**src/logic/sfc_pkg.sv**
```systemverilog
// Constants, types and state layout of the serial flash host controller
package sfc_pkg;

    // ------------------------------------------------------------------
    // Timing
    // ------------------------------------------------------------------
    localparam int unsigned CLK_MHZ      = 125;
    localparam int unsigned SCLK_HALF_NS = 32;
    localparam int unsigned SCLK_HALF_CY = (SCLK_HALF_NS * CLK_MHZ + 999) / 1000;
    localparam logic [2:0]  SCLK_HALF_M1 = 3'(SCLK_HALF_CY - 1);

    // ------------------------------------------------------------------
    // Register map (byte offsets) and reset values
    // ------------------------------------------------------------------
    localparam logic [7:0]  OFS_CTRL = 8'h00;
    localparam logic [7:0]  OFS_ADDR = 8'h04;
    localparam logic [7:0]  OFS_STAT = 8'h08;
    localparam logic [7:0]  OFS_RXLO = 8'h0C;
    localparam logic [7:0]  OFS_RXHI = 8'h10;
    localparam logic [3:0]  LEN_RST  = 4'h2;
    localparam logic [3:0]  IO_IDLE  = 4'hC;

    // ------------------------------------------------------------------
    // Opcodes and frame figures
    // ------------------------------------------------------------------
    localparam logic [7:0]  OP_MFR   = 8'h90;
    localparam logic [7:0]  OP_DUAL  = 8'h92;
    localparam logic [7:0]  OP_QUAD  = 8'h94;
    localparam logic [7:0]  OP_UID   = 8'h4B;
    localparam logic [7:0]  OP_JEDEC = 8'h9F;
    localparam logic [7:0]  OP_SFDP  = 8'h5A;
    localparam logic [7:0]  OP_ERASE = 8'h44;
    localparam logic [7:0]  OP_WREN  = 8'h06;
    localparam logic [7:0]  OP_RDSR  = 8'h05;
    localparam logic [7:0]  MODE_VAL = 8'hF0;
    localparam logic [6:0]  OP_BITS  = 7'h08;
    localparam logic [6:0]  AD_BITS  = 7'h18;
    localparam logic [6:0]  MD_BITS  = 7'h08;
    localparam logic [6:0]  QD_DUMMY = 7'h04;
    localparam logic [6:0]  UI_DUMMY = 7'h20;
    localparam logic [6:0]  SF_DUMMY = 7'h08;
    localparam logic [6:0]  UI_BITS  = 7'h40;
    localparam logic [6:0]  JD_BITS  = 7'h18;
    localparam logic [6:0]  SR_BITS  = 7'h08;

    // ------------------------------------------------------------------
    // Types
    // ------------------------------------------------------------------
    typedef enum logic [3:0] {
        CMD_MFR, CMD_DUAL, CMD_QUAD, CMD_UID, CMD_JEDEC,
        CMD_SFDP, CMD_ERASE, CMD_WREN, CMD_RDSR
    } sfc_cmd_e;
    typedef enum logic [2:0] {ST_IDLE, ST_LEAD, ST_XFER, ST_TAIL, ST_GAP} sfc_st_e;
    typedef enum logic [2:0] {PH_OP, PH_ADDR, PH_MODE, PH_DUMMY, PH_DATA} sfc_ph_e;

    typedef struct packed {
        logic        psel;
        logic        penable;
        logic        pwrite;
        logic [31:0] paddr;
        logic [31:0] pwdata;
    } sfc_apb_req_s;
    typedef struct packed {
        logic [31:0] prdata;
        logic        pready;
        logic        pslverr;
    } sfc_apb_rsp_s;
    typedef struct packed {
        logic       cs_n;
        logic       sclk;
        logic [3:0] io_out;
        logic [3:0] io_oe;
    } sfc_spi_s;
    typedef struct packed {
        logic [7:0]  op;
        logic [23:0] ad;
        logic [6:0]  abits;
        logic [6:0]  mbits;
        logic [6:0]  dclk;
        logic [6:0]  dbits;
        logic [1:0]  lwa;
        logic [1:0]  lwd;
    } sfc_plan_s;
    typedef struct packed {
        sfc_st_e      st;
        sfc_ph_e      ph;
        sfc_cmd_e     cmd;
        sfc_cmd_e     job;
        logic [2:0]   div;
        logic [6:0]   bits;
        logic [1:0]   lw;
        logic [39:0]  tx;
        logic [63:0]  rx;
        logic [23:0]  addr;
        logic [3:0]   len;
        logic         busy;
        logic         done;
        logic         err;
        logic [7:0]   sr;
        logic [3:0]   sy1;
        logic [3:0]   sy2;
        sfc_plan_s    pl;
        sfc_apb_rsp_s apb;
        sfc_spi_s     spi;
    } sfc_state_s;

endpackage

```
**src/logic/sfc_flash_host.sv**
```systemverilog
// Host controller issuing ID, parameter and secure-area erase commands to a serial flash
`timescale 1ns/1ps
`default_nettype none

module sfc_flash_host (
    input  wire logic                  pclk,
    input  wire logic                  presetn,
    input  wire sfc_pkg::sfc_apb_req_s apb_i,
    output var  sfc_pkg::sfc_apb_rsp_s apb_o,
    input  wire logic [3:0]            spi_io_in,
    output var  sfc_pkg::sfc_spi_s     spi_o
);
    import sfc_pkg::*;

    sfc_state_s s_r;
    sfc_state_s s_nxt;

    // ------------------------------------------------------------------
    // Frame plan per command
    // ------------------------------------------------------------------
    function automatic sfc_plan_s plan_of(input sfc_cmd_e c, input logic [23:0] a,
                                          input logic [3:0] len);
        sfc_plan_s  p;
        logic [3:0] lb;
        p  = '0;
        lb = (len == 4'h0 || len > 4'h8) ? 4'h8 : len;
        unique case (c)
            CMD_MFR: begin
                p.op    = OP_MFR;
                p.abits = AD_BITS;
                p.dbits = {lb, 3'b000};
            end
            CMD_DUAL: begin
                p.op    = OP_DUAL;
                p.abits = AD_BITS;
                p.mbits = MD_BITS;
                p.lwa   = 2'd1;
                p.lwd   = 2'd1;
                p.dbits = {lb, 3'b000};
            end
            CMD_QUAD: begin
                p.op    = OP_QUAD;
                p.abits = AD_BITS;
                p.mbits = MD_BITS;
                p.dclk  = QD_DUMMY;
                p.lwa   = 2'd2;
                p.lwd   = 2'd2;
                p.dbits = {lb, 3'b000};
            end
            CMD_UID: begin
                p.op    = OP_UID;
                p.dclk  = UI_DUMMY;
                p.dbits = UI_BITS;
            end
            CMD_JEDEC: begin
                p.op    = OP_JEDEC;
                p.dbits = JD_BITS;
            end
            CMD_SFDP: begin
                p.op    = OP_SFDP;
                p.ad    = {16'h0000, a[7:0]};
                p.abits = AD_BITS;
                p.dclk  = SF_DUMMY;
                p.dbits = {lb, 3'b000};
            end
            CMD_ERASE: begin
                p.op    = OP_ERASE;
                p.ad    = {8'h00, 2'b00, a[1:0], 4'h0, 8'h00};
                p.abits = AD_BITS;
            end
            CMD_WREN: begin
                p.op    = OP_WREN;
            end
            CMD_RDSR: begin
                p.op    = OP_RDSR;
                p.dbits = SR_BITS;
            end
            default: p = '0;
        endcase
        return p;
    endfunction

    // ------------------------------------------------------------------
    // Lane drive for a phase and width
    // ------------------------------------------------------------------
    function automatic logic [7:0] drive_of(input sfc_ph_e ph, input logic [1:0] lw,
                                            input logic [39:0] tx, input logic quad);
        logic [7:0] d;
        d = {IO_IDLE, IO_IDLE};
        unique case (ph)
            PH_OP:   d = {4'b1101, 3'b110, tx[39]};
            PH_ADDR,
            PH_MODE: begin
                unique case (lw)
                    2'd1:    d = {4'b1111, 2'b11, tx[39:38]};
                    2'd2:    d = {4'b1111, tx[39:36]};
                    default: d = {4'b1101, 3'b110, tx[39]};
                endcase
            end
            // Quad frames free the hold/protect lanes for device data
            PH_DUMMY,
            PH_DATA: d = quad ? {4'b0000, IO_IDLE} : {IO_IDLE, IO_IDLE};
        endcase
        return d;
    endfunction

    // ------------------------------------------------------------------
    // Next state
    // ------------------------------------------------------------------
    always_comb begin
        logic       acc;
        logic       launch;
        sfc_cmd_e   lcmd;
        logic [6:0] step;
        logic       last;
        logic [7:0] dr;
        sfc_cmd_e   wc;
        s_nxt  = s_r;
        acc    = 1'b0;
        launch = 1'b0;
        lcmd   = CMD_WREN;
        step   = 7'd1;
        last   = 1'b0;
        dr     = '0;
        wc     = sfc_cmd_e'(apb_i.pwdata[3:0]);

        // Pin inputs pass two flops before anything reads them
        s_nxt.sy1 = spi_io_in;
        s_nxt.sy2 = s_r.sy1;

        // APB setup: prepare answer, ready in access cycle
        s_nxt.apb.pready  = 1'b0;
        s_nxt.apb.pslverr = 1'b0;
        if (apb_i.psel && !apb_i.penable) begin
            s_nxt.apb.pready = 1'b1;
            s_nxt.apb.prdata = '0;
            unique case (apb_i.paddr[7:0])
                OFS_CTRL: s_nxt.apb.prdata = {20'h0, s_r.len, 4'h0, s_r.job};
                OFS_ADDR: s_nxt.apb.prdata = {8'h00, s_r.addr};
                OFS_STAT: s_nxt.apb.prdata = {16'h0, s_r.sr, 5'h0, s_r.err, s_r.done,
                                              s_r.busy};
                OFS_RXLO: s_nxt.apb.prdata = s_r.rx[31:0];
                OFS_RXHI: s_nxt.apb.prdata = s_r.rx[63:32];
                default:  s_nxt.apb.pslverr = 1'b1;
            endcase
            if (apb_i.paddr[31:8] != 24'h0) begin
                s_nxt.apb.pslverr = 1'b1;
            end
        end
        acc = apb_i.psel && apb_i.penable && s_r.apb.pready && apb_i.pwrite;

        // Register writes; ignored while a job runs
        if (acc && !s_r.busy && !s_r.apb.pslverr) begin
            if (apb_i.paddr[7:0] == OFS_ADDR) begin
                s_nxt.addr = apb_i.pwdata[23:0];
            end
            if (apb_i.paddr[7:0] == OFS_CTRL) begin
                s_nxt.job  = wc;
                s_nxt.len  = apb_i.pwdata[11:8];
                s_nxt.done = 1'b0;
                s_nxt.err  = 1'b0;
                if (apb_i.pwdata[3:0] > 4'(CMD_RDSR)) begin
                    s_nxt.err  = 1'b1;
                    s_nxt.done = 1'b1;
                end else if (wc == CMD_ERASE && s_r.addr[1:0] == 2'b00) begin
                    s_nxt.err  = 1'b1;
                    s_nxt.done = 1'b1;
                end else if (wc == CMD_ERASE) begin
                    s_nxt.busy = 1'b1;
                    launch     = 1'b1;
                    lcmd       = CMD_WREN;
                end else begin
                    s_nxt.busy = 1'b1;
                    launch     = 1'b1;
                    lcmd       = wc;
                end
            end
        end

        // Frame engine
        unique case (s_r.st)
            ST_IDLE: begin
            end
            ST_LEAD: begin
                s_nxt.div = s_r.div + 3'd1;
                if (s_r.div == SCLK_HALF_M1) begin
                    s_nxt.div = 3'd0;
                    s_nxt.st  = ST_XFER;
                end
            end
            ST_XFER: begin
                s_nxt.div = s_r.div + 3'd1;
                if (s_r.div == SCLK_HALF_M1) begin
                    s_nxt.div = 3'd0;
                    if (!s_r.spi.sclk) begin
                        s_nxt.spi.sclk = 1'b1;
                    end else begin
                        s_nxt.spi.sclk = 1'b0;
                        step = 7'd1 << s_r.lw;
                        // Late in the high half the device bit is settled
                        if (s_r.ph == PH_DATA) begin
                            unique case (s_r.lw)
                                2'd1:    s_nxt.rx = {s_r.rx[61:0], s_r.sy2[1:0]};
                                2'd2:    s_nxt.rx = {s_r.rx[59:0], s_r.sy2};
                                default: s_nxt.rx = {s_r.rx[62:0], s_r.sy2[1]};
                            endcase
                        end
                        unique case (s_r.lw)
                            2'd1:    s_nxt.tx = {s_r.tx[37:0], 2'b00};
                            2'd2:    s_nxt.tx = {s_r.tx[35:0], 4'h0};
                            default: s_nxt.tx = {s_r.tx[38:0], 1'b0};
                        endcase
                        s_nxt.bits = s_r.bits - step;
                        last = (s_r.bits <= step);
                        if (last) begin
                            if (s_r.ph == PH_OP && s_r.pl.abits != 7'd0) begin
                                s_nxt.ph   = PH_ADDR;
                                s_nxt.bits = s_r.pl.abits;
                                s_nxt.lw   = s_r.pl.lwa;
                            end else if (s_r.ph == PH_ADDR && s_r.pl.mbits != 7'd0) begin
                                s_nxt.ph   = PH_MODE;
                                s_nxt.bits = s_r.pl.mbits;
                            end else if (s_r.ph != PH_DUMMY && s_r.ph != PH_DATA
                                         && s_r.pl.dclk != 7'd0) begin
                                s_nxt.ph   = PH_DUMMY;
                                s_nxt.bits = s_r.pl.dclk;
                                s_nxt.lw   = 2'd0;
                            end else if (s_r.ph != PH_DATA && s_r.pl.dbits != 7'd0) begin
                                s_nxt.ph   = PH_DATA;
                                s_nxt.bits = s_r.pl.dbits;
                                s_nxt.lw   = s_r.pl.lwd;
                            end else begin
                                s_nxt.st = ST_TAIL;
                            end
                        end
                        dr = drive_of(s_nxt.ph, s_nxt.lw, s_nxt.tx, s_r.pl.lwd == 2'd2);
                        s_nxt.spi.io_oe  = dr[7:4];
                        s_nxt.spi.io_out = dr[3:0];
                    end
                end
            end
            ST_TAIL: begin
                s_nxt.div = s_r.div + 3'd1;
                if (s_r.div == SCLK_HALF_M1) begin
                    s_nxt.div        = 3'd0;
                    s_nxt.spi.cs_n   = 1'b1;
                    s_nxt.spi.io_oe  = IO_IDLE;
                    s_nxt.spi.io_out = IO_IDLE;
                    s_nxt.st         = ST_GAP;
                end
            end
            ST_GAP: begin
                s_nxt.div = s_r.div + 3'd1;
                if (s_r.div == SCLK_HALF_M1) begin
                    s_nxt.div = 3'd0;
                    s_nxt.st  = ST_IDLE;
                    if (s_r.cmd == CMD_RDSR) begin
                        s_nxt.sr = s_r.rx[7:0];
                    end
                    // Erase job: enable, erase, then poll busy until clear
                    if (s_r.job == CMD_ERASE && s_r.cmd == CMD_WREN) begin
                        launch = 1'b1;
                        lcmd   = CMD_ERASE;
                    end else if (s_r.job == CMD_ERASE && s_r.cmd == CMD_ERASE) begin
                        launch = 1'b1;
                        lcmd   = CMD_RDSR;
                    end else if (s_r.job == CMD_ERASE && s_r.rx[0]) begin
                        launch = 1'b1;
                        lcmd   = CMD_RDSR;
                    end else begin
                        s_nxt.busy = 1'b0;
                        s_nxt.done = 1'b1;
                    end
                end
            end
            default: s_nxt.st = ST_IDLE;
        endcase

        // Frame start: select low, opcode MSB on lane 0
        if (launch) begin
            s_nxt.cmd      = lcmd;
            s_nxt.pl       = plan_of(lcmd, acc ? apb_i.pwdata[23:0] & 24'h0 | s_r.addr
                                           : s_r.addr, s_nxt.len);
            s_nxt.tx       = {s_nxt.pl.op, s_nxt.pl.ad, MODE_VAL};
            s_nxt.st       = ST_LEAD;
            s_nxt.ph       = PH_OP;
            s_nxt.bits     = OP_BITS;
            s_nxt.lw       = 2'd0;
            s_nxt.div      = 3'd0;
            s_nxt.spi.cs_n = 1'b0;
            s_nxt.spi.sclk = 1'b0;
            dr = drive_of(PH_OP, 2'd0, s_nxt.tx, 1'b0);
            s_nxt.spi.io_oe  = dr[7:4];
            s_nxt.spi.io_out = dr[3:0];
            if (lcmd != CMD_RDSR) begin
                s_nxt.rx = '0;
            end
        end
    end

    // ------------------------------------------------------------------
    // State register
    // ------------------------------------------------------------------
    always_ff @(posedge pclk or negedge presetn) begin
        if (!presetn) begin
            s_r            <= '0;
            s_r.len        <= LEN_RST;
            s_r.spi.cs_n   <= 1'b1;
            s_r.spi.io_out <= IO_IDLE;
            s_r.spi.io_oe  <= IO_IDLE;
        end else begin
            s_r <= s_nxt;
        end
    end

    // Outputs straight from the state flops
    assign apb_o = s_r.apb;
    assign spi_o = s_r.spi;

endmodule

`default_nettype wire

```
**config.mk**
```make
export PLATFORM = sky130hd
export DESIGN_NAME = sfc_flash_host
export DESIGN_NICKNAME = d
export VERILOG_FILES = /design/src/logic/sfc_pkg.sv /design/src/logic/sfc_flash_host.sv
export SDC_FILE = /design/constraint.sdc
export NUM_CORES = 1
export LEC_CHECK = 0
export BUFFER_PORTS_ARGS = -buffer_cell sky130_fd_sc_hd__buf_2
export CORE_MARGIN = 2
export CORE_UTILIZATION = 60
export CTS_CLUSTER_DIAMETER = 40
export CTS_CLUSTER_SIZE = 10
export DETAILED_ROUTE_END_ITERATION = 8
export PLACE_DENSITY_LB_ADDON = 0.08
export SLEW_MARGIN = 20
export SYNTH_ARGS = -nofsm -noshare
export SYNTH_HDL_FRONTEND = slang
export SYNTH_SLANG_ARGS = --single-unit
```
**constraint.sdc**
```tcl
create_clock -name pclk -period 5.9 [get_ports pclk]
set_clock_uncertainty 0.15 [all_clocks]
set_input_delay 0.295 -clock pclk [delete_from_list [all_inputs] [get_ports pclk]]
set_output_delay 0.295 -clock pclk [all_outputs]
set_load 0.01 [all_outputs]
```
==> results of run 1 <==
## routing by layer
| metal | track usage | share of wire | up-vias |
|---|---|---|---|
| met4 | 0.0595 | 0.012 | 0 |
| li1 | - | - | 5114 |
| met1 | 0.465 | 0.47 | 5276 |
| met5 | 0 | 0 | - |
| met2 | 0.417 | 0.43 | 459 |
| met3 | 0.0654 | 0.088 | 37 |
## layout make-up
class | instances | area, um2
inverter | 18 | 67.6
sequential | 229 | 5740
timing repair buffer | 154 | 968
fill | 1624 | 6330
clock buffer | 41 | 971
tap | 275 | 344
clock inverter | 18 | 280
multi-input combinational | 980 | 6120
## worst paths after layout
kind                            start        to  slack, ns
min in group asynchronous     presetn  spi_o[1]       0.25
min reg2reg                s_nxt[108]  s_r[108]       0.20
min                          apb_i[0]  s_r[131]       0.03
max in group asynchronous     presetn  s_r[170]       3.95
max                          s_r[260]  spi_o[6]       1.82
max reg2reg                  s_r[260]  spi_o[6]       1.82
## cells in the mapped netlist (13+ instances only)
master | n | area, um2
nor4_1 | 13 | 81.3
o21ai_0 | 71 | 355
a211oi_1 | 70 | 526
dfrtp_1 | 224 | 5610
a22oi_1 | 118 | 886
a21oi_1 | 120 | 601
nor2_1 | 210 | 788
clkbuf_1 | 88 | 330
a222oi_1 | 15 | 150
o211ai_1 | 24 | 180
buf_2 | 13 | 65.1
inv_1 | 18 | 67.6
buf_4 | 44 | 330
nand2_1 | 124 | 465
mux2_2 | 36 | 405
## stage by stage
stage          instance area [um2]  std cells
6_report                     14500       1715
5_1_grt                      14500       1715
4_1_cts                      14500       1715
3_5_place_dp                 12900       1627
3_3_place_gp                 12900       1627
2_1_floorplan                12600       1384
## where the power goes
part,leakage (nW),internal [mW],switching (mW)
Clock,0.610,1.48,0.725
Sequential,3.09,1.58,0.00480
Combinational,2.44,0.0411,0.0654
Total,6.15,3.10,0.795
## timing repair
action	in CTS	in global routing
endpoints found under the hold margin	123	0
hold buffers	29	0
endpoints found under the setup margin	0	0
gates resized for setup	0	0
## logic make-up (layout without fill, tap and decap cells)
group | after synthesis | in the layout
mux | 50 | 50
xor+xnor | 6 | 6
simple gates | 433 | 433
buf+inv | 175 | 231
compound gates | 478 | 478
flops | 229 | 229
fa+ha+maj | 13 | 13
## worst max-delay path, cell delays in order, from the launching register on
cell and delay, ns:
dfrtp_1 0.47, inv_1 0.18, ha_4 0.22, inv_1 0.09, ha_1 0.30, nor2b_1 0.25
o31ai_2 0.12, a21oi_1 0.43, nor2_1 0.13, a22oi_1 0.33, inv_1 0.08, ha_1 0.34
or4b_4 0.57, o32a_1 0.34
## cells in the final DEF (no fill, tap or decap), types with 4 or more instances in the layout
cell,netlist,final
nand3_1,10,10
a31oi_1,8,8
a21oi_1,120,120
o21ai_0,71,71
dfstp_2,5,5
nand4_1,5,5
xnor2_1,4,4
inv_1,18,18
a22oi_1,118,118
a222oi_1,15,15
dfrtp_1,224,224
nand2b_1,9,6
clkbuf_16,0,37
nor3_1,12,12
dlygate4sd3_1,0,29
clkinv_2,0,6
nand2_1,124,124
and3_1,7,7
bufinv_16,0,7
buf_4,44,17
nor2_1,210,209
mux2i_1,7,7
mux4_2,7,7
buf_2,13,107
nor2b_1,6,4
nand3b_1,6,6
o211ai_1,24,24
ha_1,11,8
mux2_2,36,36
nor4_1,13,13
a21o_1,4,4
o21a_1,6,6
a211oi_1,70,70
## state kept, by name, indices dropped and copies added (netlist names)
register,cells
s_nxt,4
spi_o,9
apb_o,34
s_r,182
==> reports/metrics.cfg, run 1 <==
[run_status]
outcome=complete, no violations

[timing]
max_slew_margin=0.226
final_max_slew_viol_count=0
timing.final.crit_share=0.691
setup_tns_ns=0
hold_slack_ns=0.0305
worst_pin_slew_ns=1.16
rsz0062_at_grt=false
min_period_ns=4.08
max_freq_mhz=245
hold_viol_final=0
setup_slack_ns=1.82
setup_viol=0

[logic_synthesis]
synth_compound_area_frac=0.256
yosys-mux-area-fraction=0.0501
synth_edf_count=0
synth_nets=1469
yosysSeqAreaShare=0.454
synthArstFlopShare=1.00
yosysWarningCount=0
synthCells=1384
avgSynthCellArea_um2=9.13
synth-simple-area-share=0.155
syn_area_um2=12600
synth_top_family_by_area=compound AO/OA/AOI/OAI gates
ys_ff_latch=229
synth_xor_area_frac=0.00416
synth-main-ff-cell=dfrtp_1
yosys.area_share.adder=0.0133
synth_cell_types=81

[floorplanning]
ioPinCount=117
dieArea_um2=22200
die_w_um=149
std_cell_rows=53
initial_core_util=0.607
die_h_um=149
core_area_um2=20800

[power]
peakVddDrop_uv=230
power.leakage_nw=6.15
p_per_area_nw_per_um2=269
total_power_mw=3.89

[final_layout]
final_util=0.696
drive_above_1_share=0.179
syn2layout_area_growth_pct=14.7
diodes=0
layout.nets=1504

[min_path]
hold_class=in -> reg
min_path_cells=2

[global_routing]
grt_pass1_vias=9925
antenna_found_initial=0
grt_max_degree=103
gr-usage-all-layers=0.294
grt_pass1_wl_um=52800
gr-total-overflow=0

[route]
via_per_inst=6.35
wl_per_cell_um=19.1
num_vias=10900
ant_nets=0
drc_errors=0
drt-pass1-iter-count=6
drtIter0Drc=1179
drt-total-wl_um=32800

[worst_setup_path]
path_class=reg -> reg
r2r_cells=13
cp_max_fo=10
cp-end-kind=flip-flop
cp-start-kind=flip-flop
arrival_ns=4.35
worst_ep_required_time_ns=6.17

[cts]
clock_path_buffers=3
clkLatencyLatePin_ns=0.50
cts_tree=built
clkTransAtPathRegs_ns=0.05
cts_buffers=36
cts.sinks=229
cts_setup_buffers=0
root_buffer=clkbuf_16
cts_htree_levels=2

[job]
maxCapViolCount=0

[placed_design]
portBuffers=108
dp_slack_ns=1.93
dp_hpwl_um=20200
gp_congestion=0.880

No activity file was read; power rests on OpenSTA's default activity.
==> run 2, diff against run 1 <==
--- a/config.mk
+++ b/config.mk
@@ -7,7 +7,7 @@
 export LEC_CHECK = 0
 export BUFFER_PORTS_ARGS = -buffer_cell sky130_fd_sc_hd__buf_2
 export CORE_MARGIN = 2
-export CORE_UTILIZATION = 60
+export CORE_UTILIZATION = 54
 export CTS_CLUSTER_DIAMETER = 40
 export CTS_CLUSTER_SIZE = 10
 export DETAILED_ROUTE_END_ITERATION = 8
==> constraint.sdc (replaced) <==
create_clock -name pclk -period 3.29 [get_ports pclk]
set_clock_uncertainty 0.15 [all_clocks]
set_input_delay 0.1645 -clock pclk [delete_from_list [all_inputs] [get_ports pclk]]
set_output_delay 0.1645 -clock pclk [all_outputs]
set_load 0.01 [all_outputs]
==> run 2 against run 1 <==
Compared with the run above:
- worst setup slack worse by 1.8 ns
- critical path depth shrank 1
- cell count grew 4.5%
- power increased by 82%
- core utilization is 3.7 points lower
- maximum frequency is 25% higher
- die area is 11% higher
- critical path type unchanged
- largest cell class unchanged
==> reports/metrics.cfg, run 2 (synthesis gave the netlist of run 1 again) <==
[global_routing]
grt_max_degree=117  ; +14%
grt_pass1_vias=10300  ; +3.9%
grt_pass1_wl_um=55800  ; +5.7%
gr-usage-all-layers=0.283  ; -0.0112
gr-total-overflow=0  ; unchanged
antenna_found_initial=2  ; +2

[route]
via_per_inst=6.16  ; -3.0%
ant_nets=0  ; unchanged
drc_errors=0  ; unchanged
drt-pass1-iter-count=8  ; +2
wl_per_cell_um=19.1  ; about the same
num_vias=11000  ; +1.4%
drt-total-wl_um=34300  ; +4.6%
drtIter0Drc=1240  ; +5.2%

[floorplanning]
dieArea_um2=24600  ; +11%
die_h_um=157  ; +5.3%
ioPinCount=117  ; unchanged
std_cell_rows=55  ; +3.8%
core_area_um2=22800  ; +9.4%
die_w_um=157  ; +5.3%
initial_core_util=0.555  ; -0.0521

[timing]
hold_viol_final=0  ; unchanged
setup_viol=0  ; unchanged
worst_pin_slew_ns=1.13  ; -0.0346 ns
setup_tns_ns=0  ; unchanged
min_period_ns=3.27  ; -0.806 ns
timing.final.crit_share=0.994  ; +0.303
setup_slack_ns=0.0205  ; -1.80 ns
max_slew_margin=0.249  ; +0.0231
max_freq_mhz=306  ; +25%
hold_slack_ns=0.0925  ; +0.0620 ns
rsz0062_at_grt=true
final_max_slew_viol_count=0  ; unchanged

[final_layout]
layout_commonest_cell=dfrtp_1
syn2layout_area_growth_pct=18.8
layout_common_cells=dfrtp_1 (224), nor2_1 (209), nand2_1 (124)
layout.nets=1536  ; +2.1%
nFillCells=1876  ; +16%
largest_reg_flops=182  ; unchanged
drive_above_1_share=0.208  ; +0.0287
max_flop_register=s_r

[power]
peakVddDrop_uv=407  ; +77%
power_frac_seq=0.402  ; -0.005
switchingPower_mw=1.49  ; +87%
p_per_area_nw_per_um2=472  ; +76%
power.leakage_nw=6.37  ; +3.7%
comb_power_share=0.028  ; about the same
cell_internal_pwr_mw=5.59  ; +80%
swShare=0.210  ; +0.00582
clockPowerShare=0.571  ; +0.006

[cts]
clkTransAtPathRegs_ns=0.05  ; about the same
cts.sinks=229  ; unchanged
root_buffer=clkbuf_16
cts_htree_levels=2  ; unchanged
clkLatencyLatePin_ns=0.51  ; about the same
cts_buffers=37  ; +2.8%
clock_path_buffers=3  ; unchanged
cts_tree=built

[placed_design]
dp_slack_ns=-0.0945  ; -2.02 ns
gp_congestion=0.938  ; +6.6%
portBuffers=108  ; unchanged
dp_hpwl_um=22000  ; +8.6%

[worst_setup_path]
cp_max_fo=4  ; -6
cp-start-kind=flip-flop
path_class=reg -> reg
cp-end-kind=flip-flop
arrival_ns=3.55  ; -0.80 ns
worst_ep_required_time_ns=3.57  ; -2.60 ns
ff2ff_setup_slack_ns=0.02  ; -1.80 ns

[run_status]
outcome=complete, no violations

[min_path]
hold_class=in -> async

[job]
maxCapViolCount=0  ; unchanged

[run 2: cell count changes in the layout (fill, tap and decap cells not counted), sizes merged]
cell,previous run,this run
inv,19,20
clkbuf,41,47
dlygate4sd3,29,32
bufinv,7,5
diode,0,2
buf,125,153
clkinv,7,8
[run 2: path summary, 6_finish.rpt]
check                      cells after the start   endpoint  startpoint
max                                           12   spi_o[6]    s_r[259]
max in group asynchronous                      3   s_r[217]     presetn
min                                            2   s_r[262]     presetn
min reg2reg                                    0   s_r[111]  s_nxt[111]
min in group pclk                              5  apb_o[16]   apb_i[34]
max reg2reg                                   12   spi_o[6]    s_r[259]
[run 2: layout make-up]
type	instances	area (um2)	share of cell area
antenna	2	5.00	0.000334
clock buffer	47	1070	0.0710
clock inverter	18	234	0.0156
inverter	18	70.1	0.00467
multi-input combinational	980	6220	0.414
sequential	229	5740	0.382
tap	313	392	0.0261
timing repair buffer	185	1280	0.0856
[run 2: critical path: stages, from the launching register on]
cell	delay, ns
dfrtp_1	0.41
buf_4	0.16
ha_4	0.16
inv_4	0.06
ha_4	0.20
nor2b_4	0.14
o31ai_4	0.31
a21o_2	0.21
o21ai_2	0.08
a22oi_2	0.25
ha_4	0.25
or4b_4	0.51
o32a_1	0.31
[run 2: power by group through the flow]
stage               clock (mW)  sequential [mW]  combinational (mW)
floorplan                    0             2.89              0.0548
global placement             0             2.89               0.169
detailed placement           0             2.89               0.170
CTS                       4.10             2.84               0.200
global route              4.23             2.84               0.224
finish                    4.04             2.84               0.197
[run 2: metrics by stage]
| stage | cell area [um2] | total power [mW] | util | std cells |
|---|---|---|---|---|
| finish | 15000 | 7.08 | 0.659 | 1792 |
| global route | 15000 | 7.30 | 0.659 | 1792 |
| CTS | 15000 | 7.14 | 0.657 | 1787 |
| detailed placement | 13300 | 3.06 | 0.586 | 1690 |
| global placement | 13300 | 3.06 | 0.586 | 1690 |
| floorplan | 12800 | 2.94 | - | 1384 |
[run 2: layer usage]
layer / vias to the layer above / track usage / routed length [um]
met3: 52 / 0.0490 / 2600
met2: 500 / 0.398 / 14700
li1: 5194 / - / -
met5: - / 0 / 0
met4: 0 / 0.0734 / 655
met1: 5293 / 0.450 / 16300
[run 2: repair_timing]
action                     4_1_cts  5_1_grt
setup buffers                    0        3
hold endpoints to repair       126        0
hold buffers                    32        0
gates resized for setup          0        8
setup endpoints to repair        1        3
pin swaps                        2        6
==> run 3, diff against run 2 <==
--- a/config.mk
+++ b/config.mk
@@ -5,9 +5,10 @@
 export SDC_FILE = /design/constraint.sdc
 export NUM_CORES = 1
 export LEC_CHECK = 0
+export ABC_AREA = 1
 export BUFFER_PORTS_ARGS = -buffer_cell sky130_fd_sc_hd__buf_2
 export CORE_MARGIN = 2
-export CORE_UTILIZATION = 54
+export CORE_UTILIZATION = 55
 export CTS_CLUSTER_DIAMETER = 40
 export CTS_CLUSTER_SIZE = 10
 export DETAILED_ROUTE_END_ITERATION = 8
==> run 3 against run 2 <==
Compared with the run above:
- sequential cell count did not move
- die area is essentially flat
- power up 88%
- clock power fell by 1%
- sequential power increased by 37%
- highest routed layer unchanged
- largest power group is now combinational logic
- hold slack lost 0.064 ns
- global-route usage up 0.65 points
==> reports/metrics.cfg, run 3 <==
[global_routing]
grt_pass1_wl_um=56600  ; +1.5%
grt_pass1_vias=10800  ; +4.7%
grt_max_degree=171  ; +46%
gr-total-overflow=0  ; unchanged
antenna_found_initial=0  ; -2
gr-usage-all-layers=0.290  ; +0.00650

[route]
num_vias=11700  ; +6.3%
drc_errors=0  ; unchanged
drt-pass1-iter-count=6  ; -2
via_per_inst=5.77  ; -6.4%
ant_nets=0  ; unchanged
drt-total-wl_um=35500  ; +3.5%
wl_per_cell_um=17.5  ; -8.8%
drtIter0Drc=1162  ; -6.3%

[placed_design]
portBuffers=108  ; unchanged
dp_slack_ns=0.147  ; +0.241 ns
dp.cells=1931  ; +14%
dp_hpwl_um=23400  ; +6.4%
gp_congestion=0.907  ; -3.3%
placed_area_um2=13400  ; +0.15%

[cts]
cts_tree=built
cts.sinks=229  ; unchanged
root_buffer=clkbuf_16
clkTransAtPathRegs_ns=0.05  ; about the same
clock_path_buffers=3  ; unchanged
cts_buffers=38  ; +2.7%
cts_setup_buffers=0  ; unchanged
clkLatencyLatePin_ns=0.51  ; about the same
cts_htree_levels=2  ; unchanged

[timing]
setup_viol=0  ; unchanged
hold_viol_final=0  ; unchanged
max_slew_margin=0.350  ; +0.101
timing.final.crit_share=0.907  ; -0.0867
setup_slack_ns=0.306  ; +0.285 ns
rsz0062_at_grt=false
worst_pin_slew_ns=0.976  ; -0.151 ns
setup_tns_ns=0  ; unchanged
final_max_slew_viol_count=0  ; unchanged
min_period_ns=2.98  ; -0.285 ns
max_freq_mhz=335  ; +9.6%
hold_slack_ns=0.0283  ; -0.0641 ns

[final_layout]
drive_above_1_share=0.155  ; -0.0533
fin_area_um2=15000  ; about the same
diodes=0  ; -2
largest_reg_flops=182  ; unchanged
layout_common_cells=nand2_1 (305), dfrtp_1 (224), inv_1 (181)
layout_commonest_cell=nand2_1
nFillCells=1933  ; +3.0%
layout.nets=1777  ; +16%
syn2layout_area_growth_pct=16.6
max_flop_register=s_r
instances_no_fill=2034  ; +14%

[logic_synthesis]
ys_top_cells_by_count=nand2_1 (305), dfrtp_1 (224), inv_1 (183)
synthArstFlopShare=1.00  ; unchanged
yosys.cell_count.top_type=nand2_1
synth_nets=1706  ; +16%
synth_top_area_share=0.436  ; -0.00811
syn_area_um2=12900  ; +1.9%
yosysSeqAreaShare=0.446  ; -0.00830
yosysTopAreaCell=dfrtp_1
synth_edf_count=0  ; unchanged
synth_cell_types=53  ; -35%
avgSynthCellArea_um2=7.94  ; -13%
ys_ff_latch=229  ; unchanged
synth-main-ff-cell=dfrtp_1
synthCells=1621  ; +17%
yosysWarningCount=0  ; unchanged
synth_area_leaders=dfrtp_1 (44%), nand2_1 (8.9%), o21ai_0 (6.1%)

[job]
maxCapViolCount=0  ; unchanged

[power]
power.leakage_nw=7.35  ; +15%
p_per_area_nw_per_um2=886  ; +88%
peakVddDrop_uv=1190  ; +190%

[floorplanning]
die_h_um=157  ; about the same
die_w_um=157  ; about the same
dieArea_um2=24600  ; about the same
std_cell_rows=55  ; unchanged
core_area_um2=22800  ; unchanged
ioPinCount=117  ; unchanged
initial_core_util=0.565  ; +0.0103

[worst_setup_path]
path_class=reg -> reg
cp-end-kind=flip-flop
cpPeakStageDelay_ns=0.41  ; -0.10 ns
cp_max_fo=6  ; +2
cp-start-kind=flip-flop
worst_ep_required_time_ns=3.57  ; about the same
arrival_ns=3.27  ; -0.28 ns
crit_chain=inv_2 > ha_1 > inv_2 > ha_4 > nand3_1 > nand2_1 > nand2_1 > nand2_1 > nand2_1 > buf_4 > nand2_1 > inv_1 > o22ai_2 > inv_1 > ha_1 > nor3_2 > nand2_1 > o22ai_1 > inv_1
cpMostUsedCell=nand2_1
crit_path_top_delay_cell=dfrtp_1

[run_status]
outcome=complete, no violations

[min_path]
hold_class=in -> reg

==> run 3: what timing repair did <==
action / 4_1_cts / 5_1_grt
resized for setup: 0 / 5
hold buffers: 34 / 0
endpoints found under the hold margin: 127 / 0
endpoints found under the setup margin: 0 / 5
==> run 3: final timing paths <==
check,slack (ns),cells past startpoint,endpoint,start
max,0.31,19,spi_o[6],s_r[259]
min,0.03,6,apb_o[2],apb_i[39]
max reg2reg,0.31,19,spi_o[6],s_r[259]
min reg2reg,0.20,0,s_r[109],s_nxt[109]
max in group asynchronous,1.99,3,s_r[128],presetn
min in group asynchronous,0.12,2,apb_o[22],presetn
==> run 3: where the power goes <==
part / internal [mW] / switching (mW) / leakage [nW]
clock network: 2.57 / 1.40 / 0.621
logic: 1.82 / 3.60 / 4.10
registers: 3.47 / 0.431 / 2.63
total: 7.86 / 5.43 / 7.35
==> run 3: per-layer routing <==
metal | wire (um) | share of wire | up-vias | global-route usage
met5 | 0 | 0 | - | 0
met2 | 14700 | 0.41 | 456 | 0.411
met3 | 3220 | 0.091 | 51 | 0.0600
met1 | 16900 | 0.48 | 5592 | 0.451
li1 | - | - | 5633 | -
met4 | 625 | 0.018 | 0 | 0.0712
==> run 3: worst max-delay path, delay by kind of cell, from the launching register on <==
kind | cells | cell delay [ns]
AO/OA/AOI/OAI | 2 | 0.25
adder cells (fa/ha/maj) | 3 | 0.79
buffers and inverters | 6 | 0.54
flip-flops | 1 | 0.41
AND/OR/NAND/NOR | 8 | 0.77
==> run 3: stage by stage <==
stage          total power, mW  utilization
2_1_floorplan             8.01            -
3_3_place_gp              9.10        0.586
3_5_place_dp              9.17        0.586
4_1_cts                   13.2        0.658
5_1_grt                   14.2        0.659
6_report                  13.3        0.659
==> run 3: cell type report <==
cell class,count,area [um2],share of cell area
tap,313,392,0.0261
multi-input combinational,1058,5680,0.378
sequential,229,5740,0.382
inverter,197,748,0.0499
clock buffer,50,1090,0.0726
timing repair buffer,168,1160,0.0774
clock inverter,19,198,0.0132
==> run 3: logic make-up after synthesis <==
| kind of cell | Yosys count | synth area share |
|---|---|---|
| AOI/OAI and AO/OA | 483 | 0.229 |
| xor gates and xnor gates | 5 | 0.00340 |
| adders and majority gates | 12 | 0.0122 |
| buffers and inverters | 334 | 0.117 |
| DFF | 229 | 0.446 |
| muxes | 8 | 0.00700 |
| and+or+nand+nor | 550 | 0.186 |
